$ cat src/rtl/pcfg_cfg.svh
//
// Behaviour
// - Reload select steers byte addresses to reload
// - Reload values used only in 9-11 bit PWM
// - Overflow enable gates flag onto shared interrupt
// - Flag set on overflow of selected bit
// - Hardware or software sets flag; software clears
// - Bits 4:2 read zero, writes ignored
// - Length field codes: 00=8, 01=9, 10=10, 11=11
// - Length applies to all non-wide PWM channels
// - Per-channel wide enable bypasses shared length
`ifndef PCFG_CFG_SVH
`define PCFG_CFG_SVH

// ****************************************************************
// Register map, byte addresses
// ****************************************************************
`define PCFG_OFF_CONFIG 8'h00
`define PCFG_OFF_STATUS 8'h04
`define PCFG_OFF_MASK 8'h08
`define PCFG_OFF_COUNT 8'h0c
`define PCFG_OFF_CC_BASE 8'h10
`define PCFG_CC_STRIDE 8'h08
`define PCFG_OFF_MODE_BASE 8'h40
`define PCFG_MODE_STRIDE 8'h04
`define PCFG_CH_COUNT 6

// ****************************************************************
// Field positions
// ****************************************************************
`define PCFG_BIT_RSEL 7
`define PCFG_BIT_IRQEN 6
`define PCFG_BIT_FLAG 5
`define PCFG_BIT_LEN_HI 1
`define PCFG_BIT_LEN_LO 0
`define PCFG_BIT_WIDE 7
`define PCFG_BIT_PWMEN 1
`define PCFG_EVT_OVF 0
`define PCFG_EVT_RELOAD 1
`define PCFG_EVT_W 2

// ****************************************************************
// Reset values and overflow masks
// ****************************************************************
`define PCFG_CONFIG_RST 8'h00
`define PCFG_WORD_RST 16'h0000
`define PCFG_EVT_RST 2'h0
`define PCFG_MASK_8 11'h0ff
`define PCFG_MASK_9 11'h1ff
`define PCFG_MASK_10 11'h3ff
`define PCFG_MASK_11 11'h7ff

`endif

$ cat src/rtl/pcfg_pkg.sv
package pcfg_pkg;

  // Cycle length codes
  typedef enum logic [1:0] {
    LEN8 = 2'b00,
    LEN9 = 2'b01,
    LEN10 = 2'b10,
    LEN11 = 2'b11
  } pcfg_len_type;

  // Configuration register, bit 7 down to bit 0
  typedef struct packed {
    logic reloadRegSelect;
    logic cycleOvfIrqEn;
    logic cycleOvfFlag;
    logic [2:0] unused;
    pcfg_len_type cycleLengthSel;
  } pcfg_config_type;

  // Per-channel mode bits that this block uses
  typedef struct packed {
    logic widePwmEn;
    logic pwmEn;
  } pcfg_mode_type;

endpackage

$ cat src/rtl/pcfg_reload_bank.sv
`timescale 1ns/1ps
`include "pcfg_cfg.svh"
module pcfg_reload_bank (
  // Clock and reset
  input wire logic mclk,
  input wire logic rst,
  // Byte write port
  input wire logic wrEn,
  input wire logic [2:0] wrIdx,
  input wire logic wrHigh,
  input wire logic [7:0] wrData,
  // Byte read port
  input wire logic [2:0] rdIdx,
  input wire logic rdHigh,
  output logic [7:0] rdByte,
  // Whole reload words
  output logic [`PCFG_CH_COUNT-1:0][15:0] reloadWord
);

  // Shadow reload words, one per channel
  logic [15:0] mem_q [`PCFG_CH_COUNT];

  // Byte writes from the bus only
  always_ff @(posedge mclk or posedge rst) begin
    if (rst) begin
      for (int i = 0; i < `PCFG_CH_COUNT; i++) begin
        mem_q[i] <= `PCFG_WORD_RST;
      end
    end else if (wrEn && (wrIdx < 3'(`PCFG_CH_COUNT))) begin
      if (wrHigh) begin
        mem_q[wrIdx][15:8] <= wrData;
      end else begin
        mem_q[wrIdx][7:0] <= wrData;
      end
    end
  end

  // Byte read, out of range reads zero
  always_comb begin
    rdByte = 8'h00;
    if (rdIdx < 3'(`PCFG_CH_COUNT)) begin
      rdByte = rdHigh ? mem_q[rdIdx][15:8] : mem_q[rdIdx][7:0];
    end
  end

  // Words for the reload path
  genvar g;
  generate
    for (g = 0; g < `PCFG_CH_COUNT; g++) begin : gWord
      assign reloadWord[g] = mem_q[g];
    end
  endgenerate

endmodule

$ cat src/rtl/pcfg_top.sv
`timescale 1ns/1ps
`include "pcfg_cfg.svh"
module pcfg_top (
  // Clock and reset
  input wire logic mclk,
  input wire logic rst,
  // Avalon-MM slave
  input wire logic [7:0] address,
  input wire logic read,
  input wire logic write,
  input wire logic [31:0] writedata,
  input wire logic [3:0] byteenable,
  output logic [31:0] readdata,
  output logic waitrequest,
  // Main counter, same clock
  input wire logic [15:0] counterValue,
  input wire logic counterTick,
  // Channel outputs
  output logic [`PCFG_CH_COUNT-1:0][15:0] ccValue,
  output pcfg_pkg::pcfg_mode_type [`PCFG_CH_COUNT-1:0] chMode,
  output pcfg_pkg::pcfg_len_type cycleLen,
  output logic irq
);

  localparam int CH = `PCFG_CH_COUNT;

  // ****************************************************************
  // Bus handshake and decode
  // ****************************************************************
  logic waitReq_q;
  logic [31:0] readData_q;
  logic accept;
  logic wrByte;
  logic [7:0] ccOff;
  logic [7:0] modeOff;
  logic ccHit;
  logic modeHit;
  logic [2:0] ccIdx;
  logic ccHigh;
  logic [2:0] modeIdx;
  logic wrCfg;
  logic wrStatus;
  logic wrMask;
  logic wrCcAny;
  logic wrReload;
  logic [31:0] rdData;

  // Request is taken at the edge where waitrequest is seen low
  assign accept = (read || write) && !waitReq_q;
  assign wrByte = accept && write && byteenable[0];
  assign ccOff = address - `PCFG_OFF_CC_BASE;
  assign modeOff = address - `PCFG_OFF_MODE_BASE;
  assign ccHit = (address >= `PCFG_OFF_CC_BASE) &&
    (ccOff < 8'(CH * 8)) && (address[1:0] == 2'b00);
  assign modeHit = (address >= `PCFG_OFF_MODE_BASE) &&
    (modeOff < 8'(CH * 4)) && (address[1:0] == 2'b00);
  assign ccIdx = ccOff[5:3];
  assign ccHigh = ccOff[2];
  assign modeIdx = modeOff[4:2];
  assign wrCfg = wrByte && (address == `PCFG_OFF_CONFIG);
  assign wrStatus = wrByte && (address == `PCFG_OFF_STATUS);
  assign wrMask = wrByte && (address == `PCFG_OFF_MASK);
  assign wrCcAny = wrByte && ccHit;

  // One wait cycle per access; data is ready when waitrequest drops
  always_ff @(posedge mclk or posedge rst) begin
    if (rst) begin
      waitReq_q <= 1'b1;
    end else if ((read || write) && waitReq_q) begin
      waitReq_q <= 1'b0;
    end else begin
      waitReq_q <= 1'b1;
    end
  end

  // Read data captured while the master holds the request
  always_ff @(posedge mclk or posedge rst) begin
    if (rst) begin
      readData_q <= 32'h0000_0000;
    end else if (read && waitReq_q) begin
      readData_q <= rdData;
    end
  end

  assign waitrequest = waitReq_q;
  assign readdata = readData_q;

  // ****************************************************************
  // Configuration register
  // ****************************************************************
  pcfg_pkg::pcfg_config_type cfg_q;
  logic ovfPulse;

  // Plain fields; unused bits never store a one. The flag lives
  // here too, so the whole register has a single writer; a
  // hardware set beats a software clear in the same cycle
  always_ff @(posedge mclk or posedge rst) begin
    if (rst) begin
      cfg_q <= pcfg_pkg::pcfg_config_type'(`PCFG_CONFIG_RST);
    end else begin
      if (wrCfg) begin
        cfg_q.reloadRegSelect <= writedata[`PCFG_BIT_RSEL];
        cfg_q.cycleOvfIrqEn <= writedata[`PCFG_BIT_IRQEN];
        cfg_q.unused <= 3'h0;
        cfg_q.cycleLengthSel <= pcfg_pkg::pcfg_len_type'(
          writedata[`PCFG_BIT_LEN_HI:`PCFG_BIT_LEN_LO]);
      end
      if (ovfPulse) begin
        cfg_q.cycleOvfFlag <= 1'b1;
      end else if (wrCfg) begin
        cfg_q.cycleOvfFlag <= writedata[`PCFG_BIT_FLAG];
      end
    end
  end

  assign cycleLen = cfg_q.cycleLengthSel;

  // ****************************************************************
  // Cycle overflow detection
  // ****************************************************************
  logic [10:0] lenMask;

  // Overflow bit follows the selected length
  always_comb begin
    case (cfg_q.cycleLengthSel)
      pcfg_pkg::LEN8: lenMask = `PCFG_MASK_8;
      pcfg_pkg::LEN9: lenMask = `PCFG_MASK_9;
      pcfg_pkg::LEN10: lenMask = `PCFG_MASK_10;
      pcfg_pkg::LEN11: lenMask = `PCFG_MASK_11;
      default: lenMask = `PCFG_MASK_8;
    endcase
  end

  // Tick from all ones in the low bits carries out of the top bit
  assign ovfPulse = counterTick &&
    ((counterValue[10:0] & lenMask) == lenMask);

  // ****************************************************************
  // Channel modes and auto-reload shadow words
  // ****************************************************************
  logic [CH-1:0][15:0] reloadWord;
  logic [CH-1:0] reloadUse;
  logic [7:0] reloadRd;
  pcfg_pkg::pcfg_mode_type [CH-1:0] mode_q;

  // Same byte addresses reach the shadow words when selected
  assign wrReload = wrCcAny && cfg_q.reloadRegSelect;

  pcfg_reload_bank uReload (
    .mclk(mclk),
    .rst(rst),
    .wrEn(wrReload),
    .wrIdx(ccIdx),
    .wrHigh(ccHigh),
    .wrData(writedata[7:0]),
    .rdIdx(ccIdx),
    .rdHigh(ccHigh),
    .rdByte(reloadRd),
    .reloadWord(reloadWord)
  );

  genvar g;
  generate
    for (g = 0; g < CH; g++) begin : gChan
      // Mode bits per channel
      always_ff @(posedge mclk or posedge rst) begin
        if (rst) begin
          mode_q[g] <= '0;
        end else if (wrByte && modeHit && modeIdx == 3'(g)) begin
          mode_q[g].widePwmEn <= writedata[`PCFG_BIT_WIDE];
          mode_q[g].pwmEn <= writedata[`PCFG_BIT_PWMEN];
        end
      end

      // Wide channels and 8-bit cycles never load the shadow word
      assign reloadUse[g] = mode_q[g].pwmEn && !mode_q[g].widePwmEn &&
        (cfg_q.cycleLengthSel != pcfg_pkg::LEN8);

      // Compare word; a bus write wins over a reload in one cycle
      always_ff @(posedge mclk or posedge rst) begin
        if (rst) begin
          ccValue[g] <= `PCFG_WORD_RST;
        end else if (wrCcAny && !cfg_q.reloadRegSelect &&
                     ccIdx == 3'(g)) begin
          if (ccHigh) begin
            ccValue[g][15:8] <= writedata[7:0];
          end else begin
            ccValue[g][7:0] <= writedata[7:0];
          end
        end else if (ovfPulse && reloadUse[g]) begin
          ccValue[g] <= reloadWord[g];
        end
      end
    end
  endgenerate

  assign chMode = mode_q;

  // ****************************************************************
  // Event status, mask and interrupt
  // ****************************************************************
  logic [`PCFG_EVT_W-1:0] status_q;
  logic [`PCFG_EVT_W-1:0] mask_q;
  logic [`PCFG_EVT_W-1:0] evtSet;
  logic [`PCFG_EVT_W-1:0] evtClr;
  logic irq_q;

  assign evtSet = {ovfPulse && (|reloadUse), ovfPulse};
  assign evtClr = wrStatus ? writedata[`PCFG_EVT_W-1:0] :
    `PCFG_EVT_RST;

  // Sticky, write one to clear, new event wins
  always_ff @(posedge mclk or posedge rst) begin
    if (rst) begin
      status_q <= `PCFG_EVT_RST;
    end else begin
      status_q <= (status_q & ~evtClr) | evtSet;
    end
  end

  // Mask register
  always_ff @(posedge mclk or posedge rst) begin
    if (rst) begin
      mask_q <= `PCFG_EVT_RST;
    end else if (wrMask) begin
      mask_q <= writedata[`PCFG_EVT_W-1:0];
    end
  end

  // Registered for a clean pin; lags the flags by one cycle
  always_ff @(posedge mclk or posedge rst) begin
    if (rst) begin
      irq_q <= 1'b0;
    end else begin
      irq_q <= (|(status_q & mask_q)) ||
        (cfg_q.cycleOvfFlag && cfg_q.cycleOvfIrqEn);
    end
  end

  assign irq = irq_q;

  // ****************************************************************
  // Read multiplexer
  // ****************************************************************
  always_comb begin
    rdData = 32'h0000_0000;
    if (address == `PCFG_OFF_CONFIG) begin
      rdData[7:0] = cfg_q;
    end else if (address == `PCFG_OFF_STATUS) begin
      rdData[`PCFG_EVT_W-1:0] = status_q;
    end else if (address == `PCFG_OFF_MASK) begin
      rdData[`PCFG_EVT_W-1:0] = mask_q;
    end else if (address == `PCFG_OFF_COUNT) begin
      rdData[15:0] = counterValue;
    end else if (ccHit && cfg_q.reloadRegSelect) begin
      rdData[7:0] = reloadRd;
    end else if (ccHit) begin
      rdData[7:0] = ccHigh ? ccValue[ccIdx][15:8] : ccValue[ccIdx][7:0];
    end else if (modeHit) begin
      rdData[`PCFG_BIT_WIDE] = mode_q[modeIdx].widePwmEn;
      rdData[`PCFG_BIT_PWMEN] = mode_q[modeIdx].pwmEn;
    end
  end
endmodule

$ cat config.mk
export PLATFORM = sky130hd
export DESIGN_NAME = pcfg_top
export DESIGN_NICKNAME = d
export VERILOG_FILES = /design/src/rtl/pcfg_pkg.sv /design/src/rtl/pcfg_reload_bank.sv /design/src/rtl/pcfg_top.sv
export VERILOG_INCLUDE_DIRS = /design/src /design/src/rtl
export SDC_FILE = /design/constraint.sdc
export NUM_CORES = 1
export LEC_CHECK = 0
export BUFFER_PORTS_ARGS = -buffer_cell sky130_fd_sc_hd__clkbuf_2
export CAP_MARGIN = 20
export CELL_PAD_IN_SITES_DETAIL_PLACEMENT = 1
export CELL_PAD_IN_SITES_GLOBAL_PLACEMENT = 1
export CORE_ASPECT_RATIO = 1.75
export CORE_MARGIN = 2
export CORE_UTILIZATION = 50
export CTS_CLUSTER_SIZE = 10
export DETAILED_ROUTE_END_ITERATION = 8
export PLACE_DENSITY_LB_ADDON = 0.1
export RECOVER_POWER = 100
export SLEW_MARGIN = 0
export SYNTH_ARGS = -nofsm -noshare
export SYNTH_HDL_FRONTEND = slang
export SYNTH_SLANG_ARGS = --single-unit
$ cat constraint.sdc
create_clock -name mclk -period 20.8 [get_ports mclk]
set_clock_uncertainty 0.15 [all_clocks]
set_input_delay 4.16 -clock mclk [delete_from_list [all_inputs] [get_ports mclk]]
set_output_delay 4.16 -clock mclk [all_outputs]
set_load 0.005 [all_outputs]
==> summary.md <==
| Metric | Value |
|---|---|
| Number of buffers created by CTS | 27 |
| Top cell type's share of synthesized area | 0.4493 |
| Vias | 9264 |
| Worst-Skew Late Latency | 0.54 ns |
| Fin util | 0.5655 |
| Total track usage | 0.3020 |
| Worst Max-Slew Pin Slew | 4.062 ns |
| Period utilization | 0.4825 |
| Number of diodes | 0 |
| Slew headroom | -1.723 |
| Wire per inst | 27.52 um |
| Die X | 125 um |
| First-pass GRT wire length | 62200 um |
| Synth area leader | dfrtp_1 |
| Post-CTS sizing | 0 |
| # hold bufs at CTS | 0 |
| Hpwl dp | 28740 um |
| Status | finished with violations |
| PwrDens | 65.83 mW/mm2 |
| Total power | 0.9397 mW |
| Initial core utilization | 0.5075 |
| Most common cell after layout, fill and taps aside | mux2_2 |
| Total gr overflow | 0 |
| Nets | 1230 |
| Failing checks | max-capacitance violations, max-slew violations |
| Area Growth Syn to Fin | 11.42% |
| Placer Congestion | 0.8609 |
| Worst r2r src | waitrequest |
| Maximum clock rate | 99.65 MHz |
| Post-synth cell types | 68 |
| Gate Count Post-Synth | 1021 |
| Initial antenna violation count | 0 |
| CP Capture Type | asynchronous set/reset pin |
| Cell Area, Synth | 0.01281 mm2 |
| Largest net degree at the start of global routing | 89 |
| Max IR drop VDD | 0.05730 mV |
| Endpoints failing setup | 0 |
| CTS tree | done |
| Row count | 77 |
| H-Tree Depth | 1 |
| Cell Chain, Critical Path | clkbuf_2 -> clkinvlp_2 -> clkbuf_1 |
| Pre-Repair DR Iteration Count | 5 |
| CP startpoint kind | input pin |
| Minimum hold slack | 0.3117 ns |
| Total Die Area | 0.02697 mm2 |
| CTS max path bufs | 3 |
| P_leak | 7.067 nW |
| Critical Path AT | 9.59 ns |
| Mean Syn Cell Area | 12.55 um2 |
| Slowest library cell on the worst path | clkbuf_1 |
| Worst Min Path Start | readdata[8] |
| Worst-path maximum fanout | 88 |
| Slowest stage delay, CP | 2.97 ns |
| Post-Layout Inst Area | 0.01427 mm2 |
| Dpl cell area | 0.01380 mm2 |
| Ratio of cells with drive above 1 in the final layout | 0.4034 |
| Clk slew on worst S/H paths | 0.05 ns |
| Vias/cell | 6.234 |
| DRC | 0 |
| CP Class | in -> async |
| CTS Root Cell | clkbuf_16 |
| Detailed router's first-iteration violation count | 510 |
| # Post-CTS Setup Buffers | 0 |
| I/O Buffers | 165 |
| Worst hold path class | reg -> reg |
| FFs w/ async S/R, synth | 1.000 |
| Synth Flop Type | dfrtp_1 |
| Io pins | 209 |
| RSZ-0062 raised after global routing | false |
| Vias in the first global route | 9950 |
| Ranking of synthesized cells by area | dfrtp_1, mux2_2, mux4_2 |
| Worst setup path start | rst |
| CP Data Required Time | 20.35 ns |
| CORE AREA | 0.02524 mm2 |
| Synth warn | 0 |
| Setup TNS | 0 ns |
| Synth Register Bits | 231 |
| Max cap viols | 9 |
| Sequential share of the synthesized area | 0.4513 |
| Post-synth EDFFs | 0 |
| Max-slew violations | 340 |
| Total clock sinks | 231 |
| Tmin final | 10.04 ns |
| Final Hold Violating Endpoints | 0 |
| Commonest cells after routing, fill and taps aside | mux2_2, dfrtp_1, clkbuf_2 |
| Antenna Nets Post-Route | 0 |
| WL final | 40890 um |
| Chip height | 215.8 um |
[worst paths after layout]
path,to,slack [ns],cells after the start
min in group asynchronous,ccValue[75],4.66,2
setup / recovery,uReload.reloadWord[55],10.76,3
hold / removal,readdata[8],0.31,2
hold reg to reg,readdata[8],0.31,2
setup reg to reg,ccValue[35],16.33,7
max in group mclk,ccValue[76],10.80,9
[power breakdown]
group | total (mW) | switching [mW] | internal [mW] | leakage [nW]
Clock | 0.419 | 0.183 | 0.236 | 0.354
Sequential | 0.455 | 0.00240 | 0.452 | 3.22
Combinational | 0.0660 | 0.0489 | 0.0171 | 3.50
Total | 0.940 | 0.235 | 0.705 | 7.07
[critical path, delay by kind of cell]
family | cells | cell delay (ns)
buffers and inverters | 3 | 5.31
[state kept, by name, indices dropped and copies added (netlist names)]
name	cells
cycleLen	2
mask_q	2
readdata	16
status_q	2
chMode	12
waitrequest	1
cfg_q	3
ccValue	96
irq	1
uReload.reloadWord	96
[synthesized netlist by cell type (3+ instances only)]
master,count
a31oi_1,5
a21oi_1,33
o21ai_0,28
mux4_2,29
nand2_1,63
or3_1,3
buf_2,14
a21o_1,3
nor4_1,7
mux2i_1,24
a221oi_1,11
a32oi_1,3
o211ai_1,6
ha_1,5
mux2_2,267
mux2_1,17
nor3_1,9
buf_1,5
buf_4,18
nand2b_1,11
a22oi_1,4
nor2_1,42
a21oi_2,3
and3_1,4
nand3_1,17
dfrtp_1,230
o22ai_1,3
clkbuf_1,47
mux2_4,40
inv_1,6
a211oi_1,5
nand4_1,3
nor2b_1,5
[metal layers]
layer,GRT usage,part of all wire,wire length [um]
met5,0,0,0
met4,0.1478,0.049,2001
met3,0.04834,0.055,2243
met2,0.5214,0.51,20890
met1,0.3667,0.39,15760
[kinds of logic after synthesis]
logic type / share of synthesized area
mux: 0.3662
flops: 0.4513
simple gates: 0.06993
compound gates: 0.07169
buf+inv: 0.03565
fa+ha+maj: 0.004883
other cells: 0.0002927
[through the flow]
step	std cells	setup slack (ns)
floorplan	1036	10.16
global placement	1447	12.72
detailed placement	1447	12.70
CTS	1486	13.26
global route	1486	9.617
finish	1486	10.76
[layout make-up]
type                    count  area, um2
well taps                 316      395.4
flip-flops and latches    231       5782
repair buffers            181      843.3
clock inverters             2      17.52
inverters                   9      35.03
multi-input cells         710       6487
clock buffers              37      713.2
fillers                  2678      10970
Note: power is estimated with default switching activity, not from simulation.
